<file path="config.mk">
export PLATFORM = sky130hd
export DESIGN_NAME = bccu_top
export DESIGN_NICKNAME = d
export VERILOG_FILES = /design/src/bccu_pkg.sv /design/src/bccu_retry_if.sv /design/src/bccu_retry_cnt.sv /design/src/bccu_timer_sel.sv /design/src/bccu_top.sv
export VERILOG_INCLUDE_DIRS = /design/src
export SDC_FILE = /design/constraint.sdc
export NUM_CORES = 1
export LEC_CHECK = 0
export ABC_AREA = 1
export BUFFER_PORTS_ARGS = -buffer_cell sky130_fd_sc_hd__buf_4
export CAP_MARGIN = 20
export CORE_MARGIN = 3
export CORE_UTILIZATION = 50
export DETAILED_ROUTE_END_ITERATION = 16
export PLACE_DENSITY = 0.79
export SKIP_CTS_REPAIR_TIMING = 1
export SYNTH_ARGS = -nofsm -noshare
export SYNTH_HDL_FRONTEND = slang
export SYNTH_SLANG_ARGS = --single-unit
</file>
<file path="constraint.sdc">
create_clock -name clk -period 3.6 [get_ports clk]
set_input_delay 0.54 -clock clk [delete_from_list [all_inputs] [get_ports clk]]
set_output_delay 0.54 -clock clk [all_outputs]
set_load 0.01 [all_outputs]
</file>
<file path="src/bccu_defs.svh">
// Constants for the upper chip control register block.
//
// Operation
// - Bit 15 clear sends a credit update per two freed credits, set sends one per freed credit, reset clear.
// - Bit 16 is set by hardware when the retry counter expires and cleared by software writing one.
// - Field 18:17 picks the retry limit: unlimited, 256, 64K or 2G retries, reset 00.
// - Bit 19 set disables the discard timer, and so does bridge control bit 27 on its own, reset clear.
// - Bit 20 set makes the discard timer expire after 64 clocks, else bridge control bit 24 or 25 decides.
// - Field 22:21 sets the configuration retry timer to 25us, 0.5ms, 5ms or 25ms, reset 01.
// - Bit 23 set forbids out-of-order completion of delayed transactions, reset clear.
// - Field 25:24 sets the completion timeout to 50us, 1ms, 10ms or 50ms, reset 01.
// - Bit 26 clear maps forwarded memory traffic to class zero, set maps it to field 29:27.
// - Field 29:27 holds the isochronous traffic class and resets to 001.
// - Bit 30 loops serial transmit to receive only under the test strap pattern and is read-only in forward mode.
// - Bit 31 set locks out primary configuration access with a retry status or a target retry.
// - Bit 31 resets to one when test_strap_zero is high.
`ifndef BCCU_DEFS_SVH
`define BCCU_DEFS_SVH
`define BCCU_OFFSET        8'h40
`define BCCU_B_FC_SINGLE   15
`define BCCU_B_RETRY_EXP   16
`define BCCU_F_RETRY_LO    17
`define BCCU_F_RETRY_HI    18
`define BCCU_B_DISC_DIS    19
`define BCCU_B_DISC_SHORT  20
`define BCCU_F_CRS_LO      21
`define BCCU_F_CRS_HI      22
`define BCCU_B_DT_ORDER    23
`define BCCU_F_CTO_LO      24
`define BCCU_F_CTO_HI      25
`define BCCU_B_ISO_EN      26
`define BCCU_F_TC_LO       27
`define BCCU_F_TC_HI       29
`define BCCU_B_LOOPBACK    30
`define BCCU_B_LOCKOUT     31
`define BCCU_BC_DISC_DIS   27
`define BCCU_BC_DISC_FWD   24
`define BCCU_BC_DISC_REV   25
`define BCCU_RST_CRS       2'h1
`define BCCU_RST_CTO       2'h1
`define BCCU_RST_TC        3'h1
`define BCCU_LIM_256       32'h0000_0100
`define BCCU_LIM_64K       32'h0001_0000
`define BCCU_LIM_2G        32'h8000_0000
`define BCCU_DISC_SHORT    10'h040
`define BCCU_DISC_LONG     10'h3FF
`define BCCU_DISC_DEF      10'h0FF
`define BCCU_CLK_MHZ       250
`define BCCU_CRS0_US       25
`define BCCU_CRS1_US       500
`define BCCU_CRS2_US       5000
`define BCCU_CRS3_US       25000
`define BCCU_CTO0_US       50
`define BCCU_CTO1_US       1000
`define BCCU_CTO2_US       10000
`define BCCU_CTO3_US       50000
`endif

</file>
<file path="src/bccu_pkg.sv">
// Types shared by the upper chip control register block.
package bccu_pkg;
  typedef enum logic [1:0] {
    BCCU_CFG_OPEN  = 2'h0,
    BCCU_CFG_CRS   = 2'h1,
    BCCU_CFG_RETRY = 2'h3
  } bccu_cfg_ans_e;
  typedef logic [2:0] bccu_tc_t;
endpackage

</file>
<file path="src/bccu_retry_if.sv">
// Interface between the register and the retry counter.
`timescale 1ns/1ps
interface bccu_retry_if;
  logic [1:0] limit_sel;
  logic       attempt;
  logic       done;
  logic       expired;
  modport reg_side (output limit_sel, output attempt, output done, input expired);
  modport cnt_side (input limit_sel, input attempt, input done, output expired);
endinterface

</file>
<file path="src/bccu_retry_cnt.sv">
// Retry counter with selectable expiry limit.
`timescale 1ns/1ps
`include "bccu_defs.svh"
module bccu_retry_cnt
(
  input  wire logic   clk,
  input  wire logic   rst_b,
  bccu_retry_if.cnt_side rif
);
  import bccu_pkg::*;
  typedef struct packed
  {
    logic [31:0] count;
    logic        expired;
  } bccu_rc_s;
  bccu_rc_s st_q;
  bccu_rc_s st_d;
  function automatic logic [31:0] bccu_limit(input logic [1:0] sel);
    unique case (sel)
      2'h1: bccu_limit = `BCCU_LIM_256;
      2'h2: bccu_limit = `BCCU_LIM_64K;
      2'h3: bccu_limit = `BCCU_LIM_2G;
      default: bccu_limit = 32'h0000_0000;
    endcase
  endfunction
  always_comb
  begin
    st_d = st_q;
    st_d.expired = 1'b0;
    if (rif.done)
    begin
      st_d.count = 32'h0000_0000;
    end
    else if (rif.attempt)
    begin
      if (rif.limit_sel != 2'h0 && st_q.count + 32'h1 >= bccu_limit(rif.limit_sel))
      begin
        st_d.expired = 1'b1;
        st_d.count = 32'h0000_0000;
      end
      else
      begin
        st_d.count = st_q.count + 32'h1;
      end
    end
  end
  always_ff @(posedge clk or negedge rst_b)
  begin
    if (!rst_b)
      st_q <= '0;
    else
      st_q <= st_d;
  end
  assign rif.expired = st_q.expired;
endmodule

</file>
<file path="src/bccu_timer_sel.sv">
// Converts timeout field codes into clock counts.
`timescale 1ns/1ps
`include "bccu_defs.svh"
module bccu_timer_sel
(
  input  wire logic [1:0]  crs_sel,
  input  wire logic [1:0]  cto_sel,
  output logic      [31:0] crs_cycles,
  output logic      [31:0] cto_cycles
);
  import bccu_pkg::*;
  function automatic logic [31:0] bccu_us2cyc(input int us);
    bccu_us2cyc = 32'(us * `BCCU_CLK_MHZ);
  endfunction
  always_comb
  begin
    unique case (crs_sel)
      2'h0: crs_cycles = bccu_us2cyc(`BCCU_CRS0_US);
      2'h1: crs_cycles = bccu_us2cyc(`BCCU_CRS1_US);
      2'h2: crs_cycles = bccu_us2cyc(`BCCU_CRS2_US);
      2'h3: crs_cycles = bccu_us2cyc(`BCCU_CRS3_US);
    endcase
    unique case (cto_sel)
      2'h0: cto_cycles = bccu_us2cyc(`BCCU_CTO0_US);
      2'h1: cto_cycles = bccu_us2cyc(`BCCU_CTO1_US);
      2'h2: cto_cycles = bccu_us2cyc(`BCCU_CTO2_US);
      2'h3: cto_cycles = bccu_us2cyc(`BCCU_CTO3_US);
    endcase
  end
endmodule

</file>
<file path="src/bccu_top.sv">
// Upper half of the chip control register and the controls it drives.
`timescale 1ns/1ps
`include "bccu_defs.svh"
module bccu_top
(
  input  wire logic                   clk,
  input  wire logic                   rst_b,
  input  wire logic                   cfg_wr,
  input  wire logic [7:0]             cfg_addr,
  input  wire logic [31:0]            cfg_wdata,
  input  wire logic [3:0]             cfg_be,
  output logic      [31:0]            cfg_rdata,
  input  wire logic                   cfg_req,
  input  wire logic                   cfg_from_primary,
  output bccu_pkg::bccu_cfg_ans_e     cfg_answer,
  input  wire logic                   reverse_mode,
  input  wire logic                   test_strap_zero,
  input  wire logic                   test_strap_one,
  input  wire logic                   test_strap_two,
  input  wire logic                   mask_input,
  input  wire logic                   reverse_select,
  input  wire logic [31:0]            bridge_ctrl,
  input  wire logic                   credit_freed,
  output logic                        credit_update,
  input  wire logic                   retry_attempt,
  input  wire logic                   retry_done,
  output logic                        discard_enable,
  output logic      [9:0]             discard_clocks,
  output logic      [31:0]            crs_cycles,
  output logic      [31:0]            cto_cycles,
  output logic                        dt_in_order,
  output bccu_pkg::bccu_tc_t          tx_class,
  output logic                        serial_loopback
);
  import bccu_pkg::*;
  typedef struct packed
  {
    logic        fc_single;
    logic        retry_exp;
    logic [1:0]  retry_lim;
    logic        disc_dis;
    logic        disc_short;
    logic [1:0]  crs_sel;
    logic        dt_order;
    logic [1:0]  cto_sel;
    logic        iso_en;
    logic [2:0]  tc;
    logic        loopback;
    logic        lockout;
    logic        strap_done;
    logic        credit_half;
    logic        credit_update;
    logic [31:0] rdata;
    bccu_cfg_ans_e answer;
  } bccu_top_s;
  bccu_top_s st_q;
  bccu_top_s st_d;
  logic      hit;
  logic      wr_hi;
  logic      wr_top;
  logic      strap_loop;
  bccu_retry_if rif ();
  assign hit = cfg_addr == `BCCU_OFFSET;
  assign wr_hi = cfg_wr && hit && cfg_be[2];
  assign wr_top = cfg_wr && hit && cfg_be[3];
  assign strap_loop = !test_strap_zero && test_strap_one && test_strap_two && mask_input && reverse_select;
  assign rif.limit_sel = st_q.retry_lim;
  assign rif.attempt = retry_attempt;
  assign rif.done = retry_done;
  bccu_retry_cnt u_retry
  (
    .clk   (clk),
    .rst_b (rst_b),
    .rif   (rif)
  );
  bccu_timer_sel u_timer
  (
    .crs_sel    (st_q.crs_sel),
    .cto_sel    (st_q.cto_sel),
    .crs_cycles (crs_cycles),
    .cto_cycles (cto_cycles)
  );
  always_comb
  begin
    st_d = st_q;
    st_d.credit_update = 1'b0;
    if (!st_q.strap_done)
    begin
      st_d.strap_done = 1'b1;
      st_d.lockout = test_strap_zero;
    end
    if (cfg_wr && hit && cfg_be[1])
      st_d.fc_single = cfg_wdata[`BCCU_B_FC_SINGLE];
    if (wr_hi)
    begin
      st_d.retry_lim = cfg_wdata[`BCCU_F_RETRY_HI:`BCCU_F_RETRY_LO];
      st_d.disc_dis = cfg_wdata[`BCCU_B_DISC_DIS];
      st_d.disc_short = cfg_wdata[`BCCU_B_DISC_SHORT];
      st_d.crs_sel = cfg_wdata[`BCCU_F_CRS_HI:`BCCU_F_CRS_LO];
      st_d.dt_order = cfg_wdata[`BCCU_B_DT_ORDER];
      if (cfg_wdata[`BCCU_B_RETRY_EXP])
        st_d.retry_exp = 1'b0;
    end
    if (rif.expired)
      st_d.retry_exp = 1'b1;
    if (wr_top)
    begin
      st_d.cto_sel = cfg_wdata[`BCCU_F_CTO_HI:`BCCU_F_CTO_LO];
      st_d.iso_en = cfg_wdata[`BCCU_B_ISO_EN];
      st_d.tc = cfg_wdata[`BCCU_F_TC_HI:`BCCU_F_TC_LO];
      if (reverse_mode)
        st_d.loopback = cfg_wdata[`BCCU_B_LOOPBACK];
      st_d.lockout = cfg_wdata[`BCCU_B_LOCKOUT];
    end
    if (credit_freed)
    begin
      if (st_q.fc_single || st_q.credit_half)
      begin
        st_d.credit_update = 1'b1;
        st_d.credit_half = 1'b0;
      end
      else
      begin
        st_d.credit_half = 1'b1;
      end
    end
    st_d.rdata = 32'h0000_0000;
    if (hit)
    begin
      st_d.rdata[`BCCU_B_FC_SINGLE] = st_q.fc_single;
      st_d.rdata[`BCCU_B_RETRY_EXP] = st_q.retry_exp;
      st_d.rdata[`BCCU_F_RETRY_HI:`BCCU_F_RETRY_LO] = st_q.retry_lim;
      st_d.rdata[`BCCU_B_DISC_DIS] = st_q.disc_dis;
      st_d.rdata[`BCCU_B_DISC_SHORT] = st_q.disc_short;
      st_d.rdata[`BCCU_F_CRS_HI:`BCCU_F_CRS_LO] = st_q.crs_sel;
      st_d.rdata[`BCCU_B_DT_ORDER] = st_q.dt_order;
      st_d.rdata[`BCCU_F_CTO_HI:`BCCU_F_CTO_LO] = st_q.cto_sel;
      st_d.rdata[`BCCU_B_ISO_EN] = st_q.iso_en;
      st_d.rdata[`BCCU_F_TC_HI:`BCCU_F_TC_LO] = st_q.tc;
      st_d.rdata[`BCCU_B_LOOPBACK] = st_q.loopback;
      st_d.rdata[`BCCU_B_LOCKOUT] = st_q.lockout;
    end
    st_d.answer = BCCU_CFG_OPEN;
    if (cfg_req && cfg_from_primary && st_q.lockout)
      st_d.answer = reverse_mode ? BCCU_CFG_RETRY : BCCU_CFG_CRS;
  end
  always_ff @(posedge clk or negedge rst_b)
  begin
    if (!rst_b)
    begin
      st_q <= '0;
      st_q.crs_sel <= `BCCU_RST_CRS;
      st_q.cto_sel <= `BCCU_RST_CTO;
      st_q.tc <= `BCCU_RST_TC;
    end
    else
    begin
      st_q <= st_d;
    end
  end
  assign cfg_rdata = st_q.rdata;
  assign cfg_answer = st_q.answer;
  assign credit_update = st_q.credit_update;
  assign discard_enable = !st_q.disc_dis && !bridge_ctrl[`BCCU_BC_DISC_DIS];
  assign discard_clocks = st_q.disc_short ? `BCCU_DISC_SHORT :
    (bridge_ctrl[reverse_mode ? `BCCU_BC_DISC_REV : `BCCU_BC_DISC_FWD] ? `BCCU_DISC_LONG : `BCCU_DISC_DEF);
  assign dt_in_order = st_q.dt_order;
  assign tx_class = st_q.iso_en ? st_q.tc : 3'h0;
  assign serial_loopback = st_q.loopback && strap_loop;
endmodule

</file>
==> impl_metrics.json, run 1 <==
{
  "status": "complete, no violations",
  "p_per_area_mw_per_mm2": 287.4,
  "slew_headroom_pct": 41.18,
  "reg2reg_from": "u_retry.st_q[19]$_DFFE_PN0P_",
  "whs_ns": 0.2936,
  "overflow": 0,
  "drt_first_pass_iters": 5,
  "worstPathMaxFanout": 33,
  "grtUsageTotal_pct": 19.59,
  "ys_ff_latch": 72,
  "cts.sinks": 72,
  "syn_avg_cell_area_um2": 7.046,
  "row_count": 36,
  "area_growth_pct": 13.28,
  "drive_gt1_share_pct": 28.31,
  "tightest_slew_ns": 0.8823,
  "synth.area.top_cells": "dfrtp_1, nand2_1, buf_4, nand2_2, nor2_1",
  "clkLatencyLatePin_ns": 0.35,
  "root_buffer": "clkbuf_8",
  "synth_area_mm2": 0.005165,
  "final_util_pct": 59.04,
  "finalClockSkew_ns": 0.01147,
  "setup_viol": 0,
  "power_leakage_nw": 3.214,
  "core_mm2": 0.009910,
  "cts-buffers-inserted": 9,
  "period_share_pct": 85.45,
  "synthTopCellsByCount": "nand2_1, nor2_1, buf_4, inv_1, dfrtp_1",
  "placed_cells": 925,
  "finalMaxSlewViolations": 0,
  "drtIter0Drc": 290,
  "start_util_pct": 52.12,
  "worst_ep_required_time_ns": 3.84,
  "cp-startpoint": "u_retry.st_q[19]$_DFFE_PN0P_",
  "cts_tree": "built",
  "gp_congestion": 0.8961,
  "num-fill-cells": 952,
  "min_period_ns": 3.076,
  "grt_pass1_vias": 3931,
  "antenna_left": 0,
  "cts_max_level": 3,
  "antenna_found_initial": 0,
  "clock_tree.buffer_depth": 2,
  "power_w": 0.001682,
  "numPortBuffers": 117,
  "synth_area_leader_cell": "dfrtp_1",
  "fp.dieArea_mm2": 0.01159,
  "grt_pass1_wl_um": 18470,
  "synthDistinctLibCells": 30,
  "fmax_mhz": 325.1,
  "tns_ns": 0,
  "drc": 0,
  "hold_viol": 0,
  "synthCells": 733,
  "drv_cap": 0,
  "worst_ep_arrival_time_ns": 3.31,
  "diodes": 0,
  "rsz0062_at_grt": "false",
  "path_clk_slew_ns": 0.09,
  "synth_top_area_share_pct": 33.43,
  "vdd_drop_max_v": 0.0002114,
  "grt_max_degree": 73,
  "ios": 205,
  "dieHeight_um": 107.6,
  "fin_cells": 942,
  "nNetsFinal": 898,
  "yosysMostFrequentCell": "nand2_1",
  "worst_setup_path_start_kind": "flop",
  "drt-wirelength-per-cell_um": 11.85,
  "viasPerCell": 4.615,
  "vias": 4347,
  "ys_seq_area_share_pct": 34.96,
  "min_path_type": "input pin to async pin",
  "dp_hpwl_um": 8463,
  "synth_edf_count": 0,
  "dieWidth_um": 107.6,
  "crit_path_end_kind": "flop",
  "synth-async-reset-ratio_pct": 100.0,
  "yosysWarningCount": 0,
  "drt-total-wl_um": 11160,
  "worst-setup-path-type": "flop to flop",
  "synth_ff_type": "dfrtp_1"
}
[cell type report]
class | instances | area, µm² | share of cell area (%)
multi-input cells | 517 | 2457 | 42.00
clock buffers | 9 | 123.9 | 2.117
flip-flops and latches | 72 | 1805 | 30.86
well taps | 133 | 166.4 | 2.844
inverters | 85 | 319.1 | 5.453
clock inverters | 7 | 77.57 | 1.326
repair buffers | 119 | 900.9 | 15.40
[cells by family after synthesis]
group | after synthesis | synth area share (%)
buf+inv | 185 | 20.49
other cells | 2 | 0.1454
xor+xnor | 8 | 1.357
flops | 72 | 34.96
fa+ha+maj | 4 | 0.9690
compound gates | 25 | 2.665
simple gates | 437 | 39.41
[sequential cells by signal, indices dropped and copies added, names as in the netlist]
name / cells
credit_update: 1
u_retry.rif.expired: 1
u_retry.st_q: 32
rif.limit_sel: 2
dt_in_order: 1
cfg_rdata: 17
st_q: 16
cfg_answer: 2
[final timing paths]
path,cells past startpoint,endpoint,slack (ns)
max,19,u_retry.st_q[3]$_DFFE_PN0P_,0.52
min,1,cfg_rdata[21]$_DFF_PN0_,0.29
max reg2reg,19,u_retry.st_q[3]$_DFFE_PN0P_,0.52
min reg2reg,1,st_q[52]$_DFFE_PN0P_,0.44
max in group asynchronous,1,cfg_rdata[15]$_DFF_PN0_,2.72
min in group clk,3,st_q[43]$_DFFE_PN1P_,0.40
[layer usage]
metal / track usage [%] / share of wire (%) / vias up
met4: 5.771 / 1.6 / 0
li1: - / - / 2230
met3: 3.179 / 5.7 / 16
met2: 31.26 / 49 / 123
met5: 0 / 0 / -
met1: 27.46 / 44 / 1978
[placed cells by master, fill, tap and decap left out, drive strengths merged, types with 2 or more instances in the layout]
| cell type | Yosys | final |
|---|---|---|
| nand3b | 7 | 7 |
| nand3 | 31 | 31 |
| nand4 | 7 | 7 |
| nor3 | 3 | 3 |
| xor2 | 7 | 7 |
| nor4 | 3 | 3 |
| buf | 87 | 119 |
| clkinv | 0 | 2 |
| clkbuf | 13 | 9 |
| a21oi | 11 | 11 |
| ha | 4 | 4 |
| inv | 85 | 88 |
| o21bai | 3 | 3 |
| dfrtp | 69 | 69 |
| dfstp | 3 | 3 |
| nor2 | 128 | 128 |
| conb | 2 | 43 |
| o21ai | 9 | 9 |
| nand2 | 256 | 256 |
[power breakdown]
group / internal (W) / leakage [nW] / switching, W
Clock: 0.000328 / 0.101 / 0.000334
Sequential: 0.000822 / 0.923 / 0.00000962
Combinational: 0.0000781 / 2.19 / 0.000110
[per-stage QoR]
| step | setup slack (ns) | instance area, µm² |
|---|---|---|
| 3_5_place_dp | 0.5390 | 5634 |
| 2_1_floorplan | 1.060 | 5319 |
| 4_1_cts | 0.5257 | 5836 |
| 5_1_grt | 0.08184 | 5851 |
| 6_report | 0.5238 | 5851 |
| 3_3_place_gp | 0.5491 | 5634 |
[critical path, cell delays in order, from the launching register on]
cell and delay, ns:
dfrtp_1 0.46, nand2_1 0.11, nor2_2 0.18, inv_1 0.06, nor2_1 0.22, nand2_2 0.10, nor2_1 0.15, xnor2_1 0.16
inv_1 0.08, ha_1 0.29, nand2_1 0.05, nand3b_1 0.14, nor2_1 0.11, nand2_1 0.06, nor2_1 0.11, nand2_1 0.07
nand2_2 0.09, nand2_4 0.30, nand2_1 0.16, nand2_1 0.06
No activity file was read; power rests on OpenSTA's default activity.
==> inputs of run 2 (changes only) <==
- PLACE_DENSITY: 0.79 -> not set
- PLACE_DENSITY_LB_ADDON: not set -> 0.25
==> run 2 against run 1 <==
Effect of this change:
- sequential power barely moved
- cell count did not move
- wire length rose by 8.7%
- core utilization rose by 0.15 points
- sequential cell count did not move
- clock power fell by 0.6%
- clock skew rose by 0.0025 ns
- power barely moved
- via count fell by 0.92%
- critical path depth did not move
- non-clock buffer count did not move
==> impl_metrics.json, run 2 (synthesis results as in run 1) <==
{
  "layout_commonest_cell": "nand2_1",
  "drv_cap": 0,
  "pre_cts_ws_ns": 0.4880,
  "row_count": 36,
  "ff2ff_path_depth": 19,
  "crit_path_end_kind": "flop",
  "start_util_pct": 52.12,
  "nNetsFinal": 898,
  "core_mm2": 0.009910,
  "final_util_pct": 59.19,
  "drtIter0Drc": 168,
  "worstPathMaxFanout": 33,
  "largest_reg_flops": 32,
  "grt_pass1_wl_um": 19090,
  "cts.sinks": 72,
  "num-fill-cells": 972,
  "path_cells": "nand2_1 > nor2_2 > inv_1 > nor2_1 > nand2_2 > nor2_1 > xnor2_1 > inv_1 > ha_1 > nand2_1 > nand3b_1 > nor2_1 > nand2_1 > nor2_1 > nand2_1 > nand2_2 > nand2_4 > nand2_1 > nand2_1",
  "fmax_mhz": 320.9,
  "dieWidth_um": 107.6,
  "clkPwrFrac_pct": 39.1,
  "worst-setup-path-type": "flop to flop",
  "finalMaxSlewViolations": 0,
  "numPortBuffers": 117,
  "antenna_found_initial": 0,
  "cp_common_cell": "nand2_1",
  "slew_headroom_pct": 41.08,
  "viasPerCell": 4.572,
  "p_seq_share_pct": 49.4,
  "drc": 0,
  "min_path_type": "input pin to async pin",
  "p_per_area_mw_per_mm2": 286.9,
  "worst_ep_arrival_time_ns": 3.37,
  "area_growth_pct": 13.57,
  "ios": 205,
  "min_period_ns": 3.116,
  "fin_area_mm2": 0.005866,
  "comb_power_share_pct": 11.4,
  "grt_max_degree": 73,
  "finalClockSkew_ns": 0.01399,
  "r2r-end": "u_retry.st_q[3]$_DFFE_PN0P_",
  "cp.buffers_inverters": 2,
  "grt_pass1_vias": 4005,
  "worst_setup_path_start_kind": "flop",
  "drt-total-wl_um": 12130,
  "r2r_setup_slack_ns": 0.48,
  "power_leakage_nw": 3.225,
  "period_share_pct": 86.56,
  "fin_ws_ns": 0.4837,
  "path_clk_slew_ns": 0.08,
  "tns_ns": 0,
  "swShare_pct": 26.12,
  "fp.dieArea_mm2": 0.01159,
  "drt-wirelength-per-cell_um": 12.88,
  "dieHeight_um": 107.6,
  "p_int_w": 0.001243,
  "hold_viol": 0,
  "diodes": 0,
  "max_stage_delay_ns": 0.47,
  "overflow": 0,
  "cp_slowest_cell": "dfrtp_1",
  "worst-path-stages": 19,
  "grtUsageTotal_pct": 20.78,
  "clkLatencyLatePin_ns": 0.36,
  "p_switching_w": 0.0004395,
  "cts_max_level": 3,
  "gp_congestion": 0.9151,
  "cp_top_family": "simple AND/OR/NAND/NOR gates",
  "clock_tree.buffer_depth": 2,
  "rsz0062_at_grt": "false",
  "antenna_left": 0,
  "dpl-instance-area_mm2": 0.005662,
  "drive_gt1_share_pct": 28.31,
  "final_cell_mix": "nand2_1, buf_4, nor2_1, inv_1, dfrtp_1",
  "top_register": "u_retry.st_q",
  "vdd_drop_max_v": 0.0001395,
  "drt_first_pass_iters": 5,
  "dp_hpwl_um": 9324,
  "cts_tree": "built",
  "status": "complete, no violations",
  "multi_input_area_mm2": 0.002457,
  "worst_ep_required_time_ns": 3.85,
  "cts-buffers-inserted": 9,
  "regArea_mm2": 0.001805,
  "setup_viol": 0,
  "tightest_slew_ns": 0.8839,
  "vias": 4307,
  "root_buffer": "clkbuf_8",
  "reg2reg_from": "u_retry.st_q[19]$_DFFE_PN0P_"
}
## run 2: power by group through the flow
stage          Clock (W)  Combinational [W]  Sequential [W]
6_report        0.000658           0.000193        0.000832
5_1_grt         0.000720           0.000213        0.000834
4_1_cts         0.000678           0.000195        0.000832
3_5_place_dp           0           0.000195        0.000847
3_3_place_gp           0           0.000188        0.000847
2_1_floorplan          0           0.000142        0.000845
## run 2: worst max path at each step
stage                                         to                    startpoint  slack, ns
finish               u_retry.st_q[3]$_DFFE_PN0P_  u_retry.st_q[19]$_DFFE_PN0P_       0.48
global route         u_retry.st_q[2]$_DFFE_PN0P_  u_retry.st_q[19]$_DFFE_PN0P_       0.12
detailed placement   u_retry.st_q[3]$_DFFE_PN0P_  u_retry.st_q[19]$_DFFE_PN0P_       0.49
global placement    u_retry.st_q[25]$_DFFE_PN0P_  u_retry.st_q[19]$_DFFE_PN0P_       0.56
floorplan           u_retry.st_q[26]$_DFFE_PN0P_   u_retry.st_q[4]$_DFFE_PN0P_       1.06
CTS                  u_retry.st_q[3]$_DFFE_PN0P_  u_retry.st_q[19]$_DFFE_PN0P_       0.46
## run 2: through the flow
step	total power [W]	instances	hold slack [ns]
2_1_floorplan	0.0009871	774	0.2444
3_3_place_gp	0.001035	925	0.4106
3_5_place_dp	0.001042	926	0.4282
4_1_cts	0.001704	942	0.3454
5_1_grt	0.001767	942	0.3726
6_report	0.001683	942	0.3013
## run 2: worst register-to-register path: stages, from the launching register on
cell and delay (ns):
dfrtp_1 0.47, nand2_1 0.12, nor2_2 0.19, inv_1 0.06
nor2_1 0.22, nand2_2 0.10, nor2_1 0.15, xnor2_1 0.15
inv_1 0.07, ha_1 0.30, nand2_1 0.05, nand3b_1 0.14
nor2_1 0.13, nand2_1 0.07, nor2_1 0.09, nand2_1 0.07
nand2_2 0.09, nand2_4 0.30, nand2_1 0.19, nand2_1 0.06
## run 2: area by class of cell
type,count,area share (%)
Clock buffer,10,2.346
Clock inverter,6,1.131
Inverter,85,5.439
Multi-Input combinational cell,517,41.89
Sequential cell,72,30.78
Tap cell,133,2.837
Timing Repair Buffer,119,15.57
## run 2: layer usage
| metal | vias to the layer above | GRT usage (%) | part of all wire [%] | wire [µm] |
|---|---|---|---|---|
| met3 | 11 | 4.019 | 6.3 | 769 |
| li1 | 2229 | - | - | - |
| met4 | 0 | 5.861 | 1.1 | 129 |
| met5 | - | 0 | 0 | 0 |
| met2 | 128 | 36.90 | 51 | 6137 |
| met1 | 1939 | 25.55 | 42 | 5094 |
